File: src/hdl/cir_pkg.sv
// Constants for the cascaded interrupt redirect block
package cir_pkg;
    localparam int          CIR_LINES        = 8;
    localparam int          CIR_LVL_W        = 3;
    localparam int          CIR_LVL_W_ALL    = 4;
    localparam logic [2:0]  CIR_CASCADE_LVL  = 3'h2;
    localparam logic [2:0]  CIR_REDIRECT_LVL = 3'h1;
    localparam logic [7:0]  CIR_MASTER_BASE  = 8'h08;
    localparam logic [7:0]  CIR_SLAVE_BASE   = 8'h70;
    localparam logic [7:0]  CIR_SHARED_VEC   = 8'h0a;
    localparam logic [7:0]  CIR_REDIRECT_VEC = 8'h71;
    localparam logic [11:0] CIR_SHARE_PORT_A = 12'h2f0;
    localparam logic [11:0] CIR_SHARE_PORT_B = 12'h6f0;
    localparam logic [11:0] CIR_SHARE_MASK   = 12'hff8;
    localparam logic [11:0] CIR_LATCH_PORT   = 12'h0ff;
    localparam int          CIR_LATCH_BIT    = 0;
    typedef enum logic [1:0] {CIR_IDLE = 2'b00, CIR_ACK = 2'b01} cir_state_t;
endpackage : cir_pkg

File: src/hdl/cir_ctrl.sv
// Cascaded interrupt controller pair with legacy cascade redirect
// Behaviour
// - Peripheral-bus requests are level sensitive and expansion-bus requests edge sensitive.
// - A service done command clears the in-service bit of the level being serviced.
// - A service done command is acted on whether the request line is high or low.
// - A level request still high at service done becomes pending again.
// - The bus cascade request line is routed in hardware to the secondary redirected input.
// - The redirected line gives vector 71 hex; vector 0a hex is never issued, as level 2 always takes a slave vector.
// - An in-progress latch reads as one I/O bit and is cleared by the read unless an acknowledge sets it in the same cycle.
// - Writes to the legacy sharing reset ports are harmless.
`timescale 1ns/1ps
`default_nettype none
module cir_ctrl
    import cir_pkg::*;
#(
    parameter logic [15:0] LEVEL_SENSE = 16'hff00
)(
    input  wire logic        sys_clk,
    input  wire logic        rst_b,
    input  wire logic [15:0] irq_in,
    input  wire logic        cascade_request_line,
    input  wire logic        int_ack,
    input  wire logic        service_done_master,
    input  wire logic        service_done_slave,
    input  wire logic        io_rd,
    input  wire logic        io_wr,
    input  wire logic [11:0] io_addr,
    output logic             int_req,
    output logic [7:0]       int_vector,
    output logic [15:0]      in_service,
    output logic [15:0]      pending,
    output logic             io_rd_data
);
    // ------------------------------------------------------------
    // Elaboration check
    // ------------------------------------------------------------
    if (CIR_LINES != 8)
    begin : g_bad_lines
        $error("Only two eight-line controllers supported");
    end

    logic [15:0] req;
    logic [15:0] req_prev;
    logic [15:0] next_req_prev;
    logic [15:0] next_pending;
    logic [15:0] next_in_service;
    logic [7:0]  next_int_vector;
    logic        next_int_req;
    logic        latch;
    logic        next_latch;
    logic        next_io_rd_data;
    logic [3:0]  slave_top;
    logic [3:0]  pick;
    logic        slave_out;
    logic        found;
    logic        slave_found;

    // ------------------------------------------------------------
    // Request routing
    // ------------------------------------------------------------
    always_comb
    begin
        req = irq_in;
        req[{1'b0, CIR_CASCADE_LVL}] = 1'b0;
        req[{1'b1, CIR_REDIRECT_LVL}] = cascade_request_line;
    end

    // ------------------------------------------------------------
    // Priority and next state
    // ------------------------------------------------------------
    always_comb
    begin
        slave_found = 1'b0;
        slave_top   = 4'h0;
        for (int i = 15; i >= 8; i--)
        begin
            if (pending[i] && !in_service[i])
            begin
                slave_found = 1'b1;
                slave_top   = 4'(i);
            end
        end
        slave_out = slave_found || (|in_service[15:8]);
        found = 1'b0;
        pick  = 4'h0;
        for (int i = 7; i >= 0; i--)
        begin
            if (i == 2)
            begin
                if (slave_found && !in_service[2])
                begin
                    found = 1'b1;
                    pick  = slave_top;
                end
            end
            else if (pending[i] && !in_service[i])
            begin
                found = 1'b1;
                pick  = 4'(i);
            end
        end
        next_req_prev   = req;
        next_pending    = pending;
        next_in_service = in_service;
        next_int_vector = int_vector;
        next_latch      = latch;
        next_io_rd_data = 1'b0;
        for (int i = 0; i < 16; i++)
        begin
            if (LEVEL_SENSE[i])
                next_pending[i] = req[i];
            else if (req[i] && !req_prev[i])
                next_pending[i] = 1'b1;
        end
        // Lowest in-service level is the one being served
        if (service_done_master)
        begin
            for (int i = 0; i < 8; i++)
            begin
                if (in_service[i])
                    next_in_service[i] = 1'b0;
                if (in_service[i])
                    break;
            end
        end
        if (service_done_slave)
        begin
            for (int i = 8; i < 16; i++)
            begin
                if (in_service[i])
                    next_in_service[i] = 1'b0;
                if (in_service[i])
                    break;
            end
        end
        if (int_ack && found)
        begin
            next_in_service[pick] = 1'b1;
            // A fresh edge in the acknowledge cycle stays pending
            if (!LEVEL_SENSE[pick] && !(req[pick] && !req_prev[pick]))
                next_pending[pick] = 1'b0;
            if (pick[3])
            begin
                next_in_service[{1'b0, CIR_CASCADE_LVL}] = 1'b1;
                next_int_vector = CIR_SLAVE_BASE + {5'h0, pick[2:0]};
            end
            else
                next_int_vector = CIR_MASTER_BASE + {5'h0, pick[2:0]};
            next_latch = 1'b1;
        end
        if (io_rd && io_addr == CIR_LATCH_PORT)
        begin
            next_io_rd_data = latch;
            if (!(int_ack && found))
                next_latch = 1'b0;
        end
        // Sharing reset port writes deliberately decode to nothing
        next_int_req = found && !(int_ack) && (slave_out || |pending[7:0]);
    end

    always_ff @(posedge sys_clk or negedge rst_b)
    begin
        if (!rst_b)
        begin
            req_prev   <= 16'h0000;
            pending    <= 16'h0000;
            in_service <= 16'h0000;
            int_vector <= 8'h00;
            int_req    <= 1'b0;
            latch      <= 1'b0;
            io_rd_data <= 1'b0;
        end
        else
        begin
            req_prev   <= next_req_prev;
            pending    <= next_pending;
            in_service <= next_in_service;
            int_vector <= next_int_vector;
            int_req    <= next_int_req;
            latch      <= next_latch;
            io_rd_data <= next_io_rd_data;
        end
    end

    // ------------------------------------------------------------
    // Checks
    // ------------------------------------------------------------
    AST_EDGE_PEND: assert property (@(posedge sys_clk) disable iff (!rst_b)
        (!LEVEL_SENSE[3] && irq_in[3] && !$past(irq_in[3])) |=> pending[3])
        else $error("Edge request not latched");
    AST_LEVEL_FOLLOW: assert property (@(posedge sys_clk) disable iff (!rst_b)
        irq_in[11] |=> pending[11])
        else $error("Level request not pending");
    AST_DONE_CLEARS: assert property (@(posedge sys_clk) disable iff (!rst_b)
        (service_done_master && in_service[0] && !int_ack) |=> !in_service[0])
        else $error("Service done did not clear");
    AST_DONE_ANY_LEVEL: assert property (@(posedge sys_clk) disable iff (!rst_b)
        (service_done_slave && in_service[15:8] == 8'h02 && !int_ack) |=>
        in_service[15:8] == 8'h00)
        else $error("Service done ignored");
    AST_REDIRECT: assert property (@(posedge sys_clk) disable iff (!rst_b)
        (cascade_request_line && !$past(cascade_request_line)) |=> pending[9])
        else $error("Cascade request not redirected");
    AST_LINE9_MASKED: assert property (@(posedge sys_clk) disable iff (!rst_b)
        (LEVEL_SENSE[9] && irq_in[9] && !cascade_request_line) |=> !pending[9])
        else $error("Bus level nine not masked");
    AST_VEC71: assert property (@(posedge sys_clk) disable iff (!rst_b)
        (int_ack && found && pick == 4'h9) |=> int_vector == CIR_REDIRECT_VEC)
        else $error("Wrong redirected vector");
    AST_LATCH_RD: assert property (@(posedge sys_clk) disable iff (!rst_b)
        (io_rd && io_addr == CIR_LATCH_PORT && !int_ack) |=> !latch)
        else $error("Latch not cleared by read");
    AST_SHARE_WR: assert property (@(posedge sys_clk) disable iff (!rst_b)
        (io_wr && ((io_addr & CIR_SHARE_MASK) == CIR_SHARE_PORT_A
         || (io_addr & CIR_SHARE_MASK) == CIR_SHARE_PORT_B) && !int_ack
         && !service_done_master && !service_done_slave) |=> $stable(in_service))
        else $error("Share port write disturbed state");
    AST_CASCADE_IS: assert property (@(posedge sys_clk) disable iff (!rst_b)
        (int_ack && found && pick[3]) |=> in_service[2])
        else $error("Cascade in-service not set");
endmodule : cir_ctrl
`default_nettype wire

File: config.mk
export PLATFORM = sky130hd
export DESIGN_NAME = cir_ctrl
export DESIGN_NICKNAME = d
export VERILOG_FILES = /design/src/hdl/cir_pkg.sv /design/src/hdl/cir_ctrl.sv
export SDC_FILE = /design/constraint.sdc
export NUM_CORES = 1
export LEC_CHECK = 0
export BUFFER_PORTS_ARGS = -buffer_cell sky130_fd_sc_hd__buf_2
export CORE_MARGIN = 5
export CORE_UTILIZATION = 40
export CTS_BUF_LIST = sky130_fd_sc_hd__clkbuf_4 sky130_fd_sc_hd__clkbuf_8
export CTS_CLUSTER_DIAMETER = 120
export DETAILED_ROUTE_END_ITERATION = 12
export GPL_TIMING_DRIVEN = 0
export SYNTH_ARGS = -nofsm -noshare
export SYNTH_HDL_FRONTEND = slang
export SYNTH_SLANG_ARGS = --single-unit
File: constraint.sdc
create_clock -name sys_clk -period 3.8 [get_ports sys_clk]
set_input_delay 0.38 -clock sys_clk [delete_from_list [all_inputs] [get_ports sys_clk]]
set_output_delay 0.38 -clock sys_clk [all_outputs]
set_load 0.005 [all_outputs]
Word level (Yosys, flattened, before mapping)
Memory sizes are Yosys's and may differ from the RTL's. Index checks and enable logic that the tools add are counted.

Input bits: 36. ROM bits: 16. Memories kept: 1. Register bits after elaboration: 58. Word-level logic and storage cells: 220. Output and inout port bits: 42.

Reduce and logical (&&, ||, !) cells: 62. Bitwise operators: 3. Equality and inequality tests: 1. Add/sub/neg operators: 2. Muxes and demuxes: 141. $lt $le $gt $ge: 2.

Memory list: (name not given) (words 16, width 1, read ports 1, clocked after memory_dff 0, wr ports 0, RTL line cir_ctrl.sv:140) `if (!LEVEL_SENSE[pick] && !(req[pick] && !req_prev[pick]))`.

Operators with widths (number): $mux 1 (104); $mux 4 (17); $mux 16 (3); $logic_and 1x1->1 (30); $logic_not 1->1 (27); $mux 8 (3); $and 16x16->16 (1); $not 16->16 (1); $or 16x16->16 (1); $reduce_or 8->1 (2); $mux 7 (2); $eq 12x8->1 const B (1); $mux 6 (2); $mux 5 (2); $mux 3 (3); $add 7x3->8 const A (1); $bmux 1 s4 (2); $add 4x3->5 const A (1); $lt 4x5->1 const B (1); $demux 1 s4 (1); $ge 4x1->1 const B (1); $mux 2 (2); $logic_or 1x1->1 (2); $reduce_and 2->1 (1).

Depth between registers and ports, before layout
Gate-level depths: netlist of the first run.

Word-level depth: 40. Depth in mapped cells: 10. Depth with buffers taken out: 8.

Least setup slack after synthesis of the first run
Ideal clock, no wire load.

Kind: register to register. Start: reg pending[12]. End: reg pending[0]. Setup time: 0.077 ns. Arrival time: 2.286 ns. Path buffers: 1. Period minus slack after synthesis: 2.364 ns. Slack: 1.436 ns. Required time: 3.723 ns. Cell stages (with the launch flop): 10. Cells stage by stage: dfrtp_1 -> nor2b_2 -> a2111oi_4 -> a21oi_4 -> o211a_4 -> buf_6 -> mux2i_1 -> a311oi_1 -> o2111ai_2 -> a21oi_1.

Longest elaborated chain between the ends: 18. Elaborated cells between the ends (all ways): 39. Those cells by class: order compare: 2; mux: 25; bitwise: 2; reduce/logical: 9; memory: 1.

RTL lines: start: declaration (RTL line cir_ctrl.sv:31) `output logic [15:0] pending,`; start signal: assignment (RTL line cir_ctrl.sv:176) `pending <= next_pending;`; $logic_and 1x1->1 * (RTL line cir_ctrl.sv:77) `if (pending[i] && !in_service[i])`; $mux 1 (5 in series) (RTL line cir_ctrl.sv:77); $logic_and 1x1->1 (RTL line cir_ctrl.sv:90) `if (slave_found && !in_service[2])`; $mux 4 (RTL line cir_ctrl.sv:90); $mux 4 (2 in series) (RTL line cir_ctrl.sv:96) `else if (pending[i] && !in_service[i])`; $lt 4x5->1 (implied by the code), or another cell as far along (RTL line cir_ctrl.sv:141) `next_pending[pick] = 1'b0;`; $logic_and 1x1->1 (implied by the code) / $mux 1 (equally long branches) (RTL line cir_ctrl.sv:141, cir_ctrl.sv:140); $mux 1 (implied by the code) / $logic_not 1->1 (equally long branches) (RTL line cir_ctrl.sv:141, cir_ctrl.sv:140); $demux 1 s4 / $logic_and 1x1->1 (equally long branches) (RTL line cir_ctrl.sv:141, cir_ctrl.sv:140); $not 16->16 (no source line) / $logic_not 1->1 (equally long branches); $and 16x16->16 (no source line) / $logic_and 1x1->1 (equally long branches); $mux 16 (RTL line cir_ctrl.sv:140); $mux 16 * (RTL line cir_ctrl.sv:136) `if (int_ack && found)`; via next_pending[0] (RTL line cir_ctrl.sv:45) `logic [15:0] next_pending;`.

The timed path passes the listed nets; every way through them passes the cells marked *. The select of a mux whose other input is x is not followed. A chain may end at the register's enable or synchronous reset.

Final worst setup path of the first run
Start: reg in_service[11]. End: reg pending[0].

Longest elaborated chain between the ends: 18. Elaborated cells between the ends (all ways): 38. Those cells by class: order compare: 2; mux: 23; bitwise: 2; reduce/logical: 10; memory: 1.

RTL lines: start: declaration (RTL line cir_ctrl.sv:30) `output logic [15:0] in_service,`; start signal: assignment (RTL line cir_ctrl.sv:177) `in_service <= next_in_service;`; $logic_not 1->1 * (RTL line cir_ctrl.sv:77); $logic_and 1x1->1 * (RTL line cir_ctrl.sv:77); $mux 1 (4 in series) (RTL line cir_ctrl.sv:77); $logic_and 1x1->1 (RTL line cir_ctrl.sv:90); $mux 4 (RTL line cir_ctrl.sv:90); $mux 4 (2 in series) (RTL line cir_ctrl.sv:96); $lt 4x5->1 (implied by the code), or another cell as far along (RTL line cir_ctrl.sv:141); $logic_and 1x1->1 (implied by the code) / $mux 1 (equally long branches) (RTL line cir_ctrl.sv:141, cir_ctrl.sv:140); $mux 1 (implied by the code) / $logic_not 1->1 (equally long branches) (RTL line cir_ctrl.sv:141, cir_ctrl.sv:140); $demux 1 s4 / $logic_and 1x1->1 (equally long branches) (RTL line cir_ctrl.sv:141, cir_ctrl.sv:140); $not 16->16 (no source line) / $logic_not 1->1 (equally long branches); $and 16x16->16 (no source line) / $logic_and 1x1->1 (equally long branches); $mux 16 (RTL line cir_ctrl.sv:140); $mux 16 * (RTL line cir_ctrl.sv:136); via next_pending[0] (RTL line cir_ctrl.sv:45).

Marks and branches as above.

==> flow_summary.toml, run 1 <==
[global_routing]
grt_pass1_vias = 2271
grt_first_pass_wirelength_um = 11900
grtUsageTotal_pct = 17.8
grt_remaining_overflow = 0
antenna_found_initial = 0
grt_max_degree = 56

[run_status]
status = "finished clean"

[sta]
fin_skew_ns = 0.00628
setup_viol = 0
finalSetupTns_ns = 0
hold_violations = 0
rsz0062_at_grt = "no"
maxSlewViolCount = 0
finalCriticalPeriod_ns = 2.83
finalCritPeriodShare_pct = 74.4
max_slew_margin_pct = 53.8
max_freq_mhz = 354
worstMarginPinSlew_ns = 0.689

[route]
drtIter0Drc = 144
routed-via-count = 2279
viasPerCell = 5.40
drt_wl_total_um = 7270
ant_nets = 0
drt_pass1_iterations = 4
wl_per_cell_um = 17.2
drc = 0

[clock_tree]
post_cts_buffers = 0
clock-sinks = 55
cts-root-buf = "clkbuf_8"
cts_resized = 0
clockBufferDepth = 2
htree_levels = 2
insertion_delay_ns = 0.31
cts_tree = "yes"
path_clk_slew_ns = 0.09
cts_buffers = 5
hold_buffers = 0

[critical_path]
path_buf_inv = 1
endpoint_kind = "flop"
cp_cell_sequence = "nand2b_1 > and4_1 > buf_2 > a21o_1 > a31oi_1 > a21o_1 > a2bb2oi_1 > o2111ai_2 > a21oi_1"
worstSetupPathType = "reg2reg"
cp_slowest_stage_delay_ns = 0.52
crit_slowest_cell = "a31oi_1"
cp_data_arrival_time_ns = 3.06
path_common_cell = "a21o_1"
cp_data_required_time_ns = 4.03
worstPathMaxFanout = 8
start_kind = "flop"
path_delay_family = "compound AO/OA/AOI/OAI gates"

[placed_design]
hpwl_um = 5650
dpl.cell_count = 414
place.gp.congestion = 0.854
port_buffers = 73

[synth]
yosys_warnings = 0
async_flop_share_pct = 100
yosys.area_share.simple_pct = 15.6
synth-main-ff-cell = "dfrtp_1"
ys_seq_area_share_pct = 51.8
synthXorXnorAreaFrac_pct = 0
synth_top_family_by_area = "compound AO/OA/AOI/OAI gates"
syn_area_um2 = 2660
synth_cell_type_count = 56
syn-instance-count = 264
yosys.area.top_type_share_pct = 51.8
synth.mux.area_fraction_pct = 2.87
yosysTopAreaCell = "dfrtp_1"
synth-edff-count = 0
ys_top_cells_by_area = "dfrtp_1 (52%), a21oi_1 (3.8%), o21ai_0 (3.2%)"
ys_ff_latch = 55
avgSynthCellArea_um2 = 10.1
synthAdderAreaFrac_pct = 0
synth-compound-area-share_pct = 24.0
synth_nets = 300

[floorplan]
rows = 29
core_um2 = 6420
num_io_pins = 78
die_w_um = 91.5
die_y_um = 91.5
start_util_pct = 41.4
die_area_um2 = 8370

[pwr]
leakage_nw = 1.52
power_per_cell_area_nw_per_um2 = 662
peakVddDrop_uv = 270

[final_layout]
area_growth_pct = 20.8
fin_nets = 380
final_cells = 422
drive_gt1_share_pct = 29.0
antenna_cells = 0

[min_path]
hold_class = "in2async"

[flow_run]
max_cap_violations = 0
cell families after synthesis:
kind of cell / Yosys count
AOI/OAI and AO/OA: 89
buffers and inverters: 34
DFF: 55
muxes: 7
other: 1
and+or+nand+nor: 78
stage by stage:
stage | power, W | cell area [um^2] | hold slack (ns) | utilization [%] | setup slack [ns]
global route | 0.00227 | 3210 | 0.170 | 50.0 | 0.776
finish | 0.00213 | 3210 | 0.0996 | 50.0 | 0.975
global placement | 0.00179 | 3120 | 0.465 | 48.5 | 1.06
CTS | 0.00214 | 3210 | 0.196 | 49.9 | 0.985
floorplan | 0.00144 | 2660 | 0.0844 | - | 1.44
detailed placement | 0.00181 | 3120 | 0.474 | 48.5 | 1.02
path summary, 6_finish.rpt:
path | from | endpoint | slack, ns | cells past startpoint
max | in_service[11]$_DFF_PN0_ | pending[0]$_DFF_PN0_ | 0.97 | 9
min | rst_b | pending[13]$_DFF_PN0_ | 0.1 | 1
max reg2reg | in_service[11]$_DFF_PN0_ | pending[0]$_DFF_PN0_ | 0.97 | 9
min reg2reg | int_vector[0]$_DFFE_PN0P_ | int_vector[0]$_DFFE_PN0P_ | 0.49 | 2
max in group asynchronous | rst_b | pending[7]$_DFF_PN0_ | 3.24 | 1
min in group sys_clk | irq_in[0] | req_prev[0]$_DFF_PN0_ | 0.20 | 1
layout make-up:
class,count,area [um^2]
Buffer,16,81.3
Clock buffer,7,83.8
Clock inverter,1,5.00
Fill cell,622,3210
Inverter,18,67.6
Multi-Input combinational cell,175,1130
Sequential cell,55,1380
Tap cell,77,96.3
Timing Repair Buffer,73,368
Yosys cell counts (all sizes together) (3+ instances only):
| cell | number |
|---|---|
| nand2 | 19 |
| o22ai | 3 |
| a211oi | 4 |
| buf | 6 |
| a21o | 6 |
| o21ai | 26 |
| o221ai | 5 |
| nor4 | 6 |
| nand2b | 9 |
| clkbuf | 10 |
| o211ai | 6 |
| mux2i | 5 |
| dfrtp | 55 |
| nor2 | 12 |
| nor2b | 9 |
| inv | 18 |
| nor3 | 5 |
| a21oi | 21 |
| or3 | 4 |
cell usage in the layout (no fill, tap or decap), drive strengths merged, types with 2 or more instances in the layout:
cell type and count:
inv 18, or3 4, mux2 2, nand4 2, a211o 2, nand2 19
a211oi 4, nor2b 9, or2 2, nand3b 2, nand3 2, o21a 2
o21ai 26, o221ai 5, nor3 5, nor4 6, a31oi 2, clkbuf 17
nor2 12, a21o 6, o211ai 6, a21oi 21, o2111ai 2, o22ai 3
mux2i 5, nand2b 9, dfrtp 55, buf 79, o2111a 2
sequential cells by signal, summed over array words and instances, names as in the netlist:
name / count
io_rd_data: 1
latch: 1
in_service: 16
int_vector: 5
req_prev: 15
int_req: 1
pending: 16
routing by layer:
layer / share of wire (%) / vias up / global-route usage, %
met5: 0 / - / 0
met1: 45 / 1111 / 24.3
met3: 5.5 / 5 / 3.64
li1: - / 1111 / -
met2: 48 / 52 / 28.9
met4: 1.0 / 0 / 4.52
power breakdown:
group          switching [W]  internal (W)  leakage (nW)
combinational       0.000620      0.000392         0.811
clock               0.000186      0.000144        0.0491
sequential          0.000102      0.000682         0.663
total               0.000908       0.00122          1.52
Note: power is estimated with default switching activity, not from simulation.
==> inputs of run 2 (changes only) <==
- ABC_AREA: default -> 1
- PLACE_DENSITY: default -> 0.66
- clock period: 3.8 -> 2.5 ns (I/O delays scaled with it)
==> run 2 against run 1 <==
Effect of this change:
- the flow now finishes with violations (hold timing)
- combinational power grew 110%
- non-clock buffer count grew 6
- critical endpoint is now pending[4]$_DFF_PN0_
- global-route usage fell by 1.8 points
- maximum frequency increased by 24%
- first-iteration DRC count is 24% lower
- critical path type unchanged
==> flow_summary.toml, run 2 <==
[floorplan]
die_area_um2 = 8900
die_y_um = 94.4
rows = 30
core_um2 = 6870
start_util_pct = 41.4
die_w_um = 94.4
num_io_pins = 78

[run_status]
status = "finished with violations"
violations = "hold timing"

[clock_tree]
hold_buffers = 0
insertion_delay_ns = 0.30
clockBufferDepth = 2
clock-sinks = 55
path_clk_slew_ns = 0.09
htree_levels = 2
cts_tree = "yes"
cts-root-buf = "clkbuf_8"
cts_buffers = 5

[route]
wl_per_cell_um = 12.8
routed-via-count = 2554
drt_pass1_iterations = 4
drc = 0
drt_wl_total_um = 6920
drtIter0Drc = 110
viasPerCell = 4.71
ant_nets = 0

[critical_path]
crit_end = "pending[4]$_DFF_PN0_"
start_kind = "flop"
timing.rr.start = "in_service[9]$_DFF_PN0_"
ff2ff_path_depth = 20
r2r_end = "pending[4]$_DFF_PN0_"
cp_data_arrival_time_ns = 2.49
r2r_slack_ns = 0.21
crit_start = "in_service[9]$_DFF_PN0_"
worstSetupPathType = "reg2reg"
endpoint_kind = "flop"
worstPathMaxFanout = 7
cp_data_required_time_ns = 2.70

[synth]
ys_ff_latch = 55
avgSynthCellArea_um2 = 7.91
ys_seq_area_share_pct = 48.4
synth_nets = 396
yosys.area.top_type_share_pct = 48.4
synth_commonest_cells = "nand2_1 (105), dfrtp_1 (55), inv_1 (47)"
async_flop_share_pct = 100
yosysTopAreaCell = "dfrtp_1"
syn_area_um2 = 2850
ys_top_cells_by_area = "dfrtp_1 (48%), nand2_1 (14%), inv_1 (6.2%)"
synth_most_common_cell = "nand2_1"
syn-instance-count = 360
synth-main-ff-cell = "dfrtp_1"
synth-edff-count = 0
synth_cell_type_count = 27
yosys_warnings = 0

[final_layout]
fin_nets = 481
drive_gt1_share_pct = 31.2
biggestRegsByFlops = "in_service: 16 flops, pending: 16 flops, req_prev: 15 flops"
area_growth_pct = 25.4
layout_commonest_cell = "nand2_1"
antenna_cells = 0
mostFrequentLayoutCells = "nand2_1 (104), buf_2 (72), dfrtp_1 (55)"
final_cells = 542

[pwr]
p_clk_share_pct = 17.3
p_sw_share_pct = 42.9
p_total_w = 0.00399
intPower_w = 0.00228
peakVddDrop_uv = 593
power_frac_seq_pct = 29.4
combPwrFrac_pct = 53.3
power.switching_w = 0.00172
power_per_cell_area_nw_per_um2 = 1120
leakage_nw = 1.96

[sta]
setup_viol = 0
setup_slack_ns = 0.214
whs_ns = -0.0137
finalCriticalPeriod_ns = 2.29
max_freq_mhz = 437
worstMarginPinSlew_ns = 0.679
maxSlewViolCount = 0
max_slew_margin_pct = 54.7
finalSetupTns_ns = 0
hold_violations = 43
finalCritPeriodShare_pct = 91.4
fin_skew_ns = 0.00602

[global_routing]
antenna_found_initial = 0
grt_pass1_vias = 2402
grt_max_degree = 56
grt_remaining_overflow = 0
grtUsageTotal_pct = 16.0
grt_first_pass_wirelength_um = 11400

[min_path]
hold_class = "in2async"

[flow_run]
max_cap_violations = 0

[placed_design]
dp_slack_ns = 0.115
dpl.cell_count = 529
place.gp.congestion = 0.841
port_buffers = 73
hpwl_um = 5320
run 2: cell count changes after synthesis, moves of 7 or more:
cell | before | now
nand2_1 | 19 | 105
inv_1 | 17 | 47
nand3_1 | 2 | 23
a21oi_1 | 20 | 3
nor2_1 | 12 | 28
nand2_2 | 0 | 10
nand2b_1 | 9 | 0
o21ai_1 | 9 | 0
nor2b_1 | 8 | 0
inv_2 | 1 | 8
run 2: power groups by stage:
| stage | registers [W] | logic (W) | clock network, W |
|---|---|---|---|
| after global routing | 0.00120 | 0.00239 | 0.000736 |
| after CTS | 0.00118 | 0.00196 | 0.000703 |
| after floorplan | 0.00119 | 0.00140 | 0 |
| after detailed placement | 0.00119 | 0.00195 | 0 |
| final | 0.00117 | 0.00213 | 0.000691 |
| after global placement | 0.00119 | 0.00193 | 0 |
run 2: per-stage QoR:
stage	utilization [%]	instance area, um^2
detailed placement	48.5	3330
global route	52.0	3570
finish	52.0	3570
global placement	48.5	3330
CTS	50.5	3470
floorplan	-	2850
run 2: routing by layer:
layer | track usage (%) | part of all wire (%)
met1 | 21.3 | 44
met4 | 4.21 | 0.61
met3 | 3.35 | 7.5
met2 | 26.7 | 47
met5 | 0 | 0
run 2: cells by family (layout without fill, tap and decap cells):
family / after synthesis / in the layout / synth area share (%)
AOI/OAI and AO/OA: 35 / 35 / 7.34
buffers and inverters: 72 / 158 / 10.8
and+or+nand+nor: 197 / 197 / 33.4
other: 1 / 1 / 0.132
DFF: 55 / 55 / 48.4
run 2: area by class of cell:
type	instances	area, um^2
plain buffers	17	101
clock buffers	6	76.3
clock inverters	2	60.1
fillers	691	3300
inverters	55	206
multi-input cells	233	1210
flip-flops and latches	55	1380
well taps	96	120
repair buffers	78	423
run 2: worst max-delay path, cell delays in order (launching register included):
cell and delay (ns):
dfrtp_1 0.43, inv_2 0.06, nand2_1 0.06, nand2_2 0.10, nor2_4 0.05, nand2_4 0.08, nand2_8 0.07, nand2_1 0.10
nand2_1 0.09, nor2_4 0.13, nand3_2 0.18, nor2_4 0.15, inv_1 0.06, nor2_1 0.10, nor2_1 0.08, nand2_2 0.08
nor2_4 0.04, nand2_4 0.10, nand3_1 0.09, nand2_1 0.11, inv_1 0.04
run 2: how the worst min path moves through the flow:
| stage | start | to | slack (ns) |
|---|---|---|---|
| floorplan | rst_b | in_service[0]$_DFF_PN0_ | -0.05 |
| global placement | irq_in[8] | req_prev[8]$_DFF_PN0_ | 0.39 |
| detailed placement | irq_in[8] | req_prev[8]$_DFF_PN0_ | 0.39 |
| CTS | irq_in[8] | req_prev[8]$_DFF_PN0_ | 0.07 |
| global route | rst_b | in_service[13]$_DFF_PN0_ | 0.05 |
| finish | rst_b | in_service[13]$_DFF_PN0_ | -0.01 |
run 2: what timing repair did:
action | CTS | global route
resized for setup | 0 | 10
buffers inserted | 0 | 4
endpoints found under the setup margin | 0 | 7
==> inputs of run 3 (changes only) <==
- CORE_MARGIN: 5 -> default
==> run 3 against run 2 <==
Effect of this change:
- the run still ends with hold timing left
- register-to-register slack got worse by 0.05 ns
- sequential power hardly changed
- core utilization grew 0.91 points
- hold slack got worse by 0.0029 ns
- critical path type unchanged
==> flow_summary.toml, run 3 (synthesis gave the netlist of run 2 again) <==
[min_path]
hold_class = "in2async"

[critical_path]
cp_data_required_time_ns = 2.75
endpoint_kind = "flop"
worstPathMaxFanout = 7
timing.rr.start = "in_service[8]$_DFF_PN0_"
ff2ff_path_depth = 21
start_kind = "flop"
cp_data_arrival_time_ns = 2.58
worstSetupPathType = "reg2reg"
r2r_slack_ns = 0.17
r2r_end = "pending[0]$_DFF_PN0_"

[global_routing]
grt_pass1_vias = 2402
grt_first_pass_wirelength_um = 11300
grt_remaining_overflow = 0
antenna_found_initial = 0
grtUsageTotal_pct = 19.5
grt_max_degree = 56

[pwr]
p_total_w = 0.00402
peakVddDrop_uv = 483
power_per_cell_area_nw_per_um2 = 1110
leakage_nw = 1.98

[sta]
finalCriticalPeriod_ns = 2.33
maxSlewViolCount = 0
setup_slack_ns = 0.168
rsz0062_at_grt = "yes"
whs_ns = -0.0165
fin_skew_ns = 0.00598
max_slew_margin_pct = 53.8
hold_violations = 35
finalCritPeriodShare_pct = 93.3
setup_viol = 0
worstMarginPinSlew_ns = 0.692
max_freq_mhz = 429

[floorplan]
num_io_pins = 78
rows = 30
core_um2 = 6830
die_y_um = 86.4
die_area_um2 = 7460
start_util_pct = 41.7
die_w_um = 86.4

[final_layout]
final_cells = 549
final_area_um2 = 3610
multi_input_area_um2 = 1220
fin_util_pct = 52.9
nFillCells = 694
area_growth_pct = 26.9
antenna_cells = 0
fin_nets = 489
layout_commonest_cell = "nand2_1"
drive_gt1_share_pct = 32.0
seq_area_um2 = 1380
biggestRegsByFlops = "in_service: 16 flops, pending: 16 flops, req_prev: 15 flops"
mostFrequentLayoutCells = "nand2_1 (101), buf_2 (72), dfrtp_1 (55)"

[placed_design]
placed_cell_area_um2 = 3330
port_buffers = 73
hpwl_um = 5100
dp_slack_ns = 0.0724
dpl.cell_count = 529
place.gp.congestion = 0.891

[clock_tree]
cts_buffers = 5
clockBufferDepth = 2
clock-sinks = 55
cts_tree = "yes"
path_clk_slew_ns = 0.10
insertion_delay_ns = 0.30
htree_levels = 2
cts-root-buf = "clkbuf_8"

[route]
drt_pass1_iterations = 4
wl_per_cell_um = 12.6
drc = 0
drt_wl_total_um = 6940
routed-via-count = 2583
ant_nets = 0
drtIter0Drc = 125
viasPerCell = 4.70

[flow_run]
max_cap_violations = 0

[run_status]
status = "finished with violations"
violations = "hold timing"
-- run 3: metal layers --
layer  GRT usage, %  share of wire [%]
met5              0                  0
met4           5.76                1.5
met3           2.67                4.6
met2           32.7                 48
met1           26.3                 45
-- run 3: worst max-delay path, stage by stage (launching register included) --
cell,delay (ns)
dfrtp_1,0.43
inv_2,0.08
nand2_2,0.06
nand2_2,0.09
nor2_4,0.06
nand2_4,0.08
nand2_8,0.07
nor2_4,0.14
nand2_4,0.08
nand2_8,0.11
nand2_8,0.07
buf_8,0.14
buf_6,0.12
nand4_1,0.06
nand2_1,0.05
nor2_1,0.14
nand2_2,0.09
nor2_4,0.10
nand2_4,0.09
nand3_1,0.08
nand2_1,0.06
inv_1,0.05
-- run 3: worst max-delay path by stage --
stage,start,to,slack [ns],cells past startpoint
2_1_floorplan,in_service[9]$_DFF_PN0_,pending[4]$_DFF_PN0_,0.49,21
3_3_place_gp,in_service[8]$_DFF_PN0_,pending[7]$_DFF_PN0_,0.12,20
3_5_place_dp,in_service[9]$_DFF_PN0_,pending[0]$_DFF_PN0_,0.07,20
4_1_cts,in_service[9]$_DFF_PN0_,pending[7]$_DFF_PN0_,0.05,20
5_1_grt,in_service[13]$_DFF_PN0_,pending[5]$_DFF_PN0_,-0.02,20
6_report,in_service[8]$_DFF_PN0_,pending[0]$_DFF_PN0_,0.17,21
-- run 3: cell type report --
type	count	share of cell area [%]
sequential	55	38.1
multi-input combinational	233	33.8
timing repair buffer	86	13.1
inverter	55	5.72
tap	96	3.33
buffer	17	3.01
clock buffer	5	1.91
clock inverter	2	1.04
-- run 3: power by group --
group          switching, W  internal, W  total, W
combinational       0.00137     0.000904   0.00227
clock              0.000282     0.000293  0.000575
sequential         0.000129      0.00105   0.00118
-- run 3: per-stage QoR --
step	setup TNS, ns	hold WS (ns)
floorplan	0	-0.0456
global placement	0	0.391
detailed placement	0	0.390
CTS	0	0.0702
global route	-0.0705	0.0513
finish	0	-0.0165
-- run 3: repair_timing --
action | CTS | global route
gates resized for setup | 0 | 18
setup endpoints to repair | 0 | 7
hold buffers | 0 | 0
buffers inserted | 0 | 13
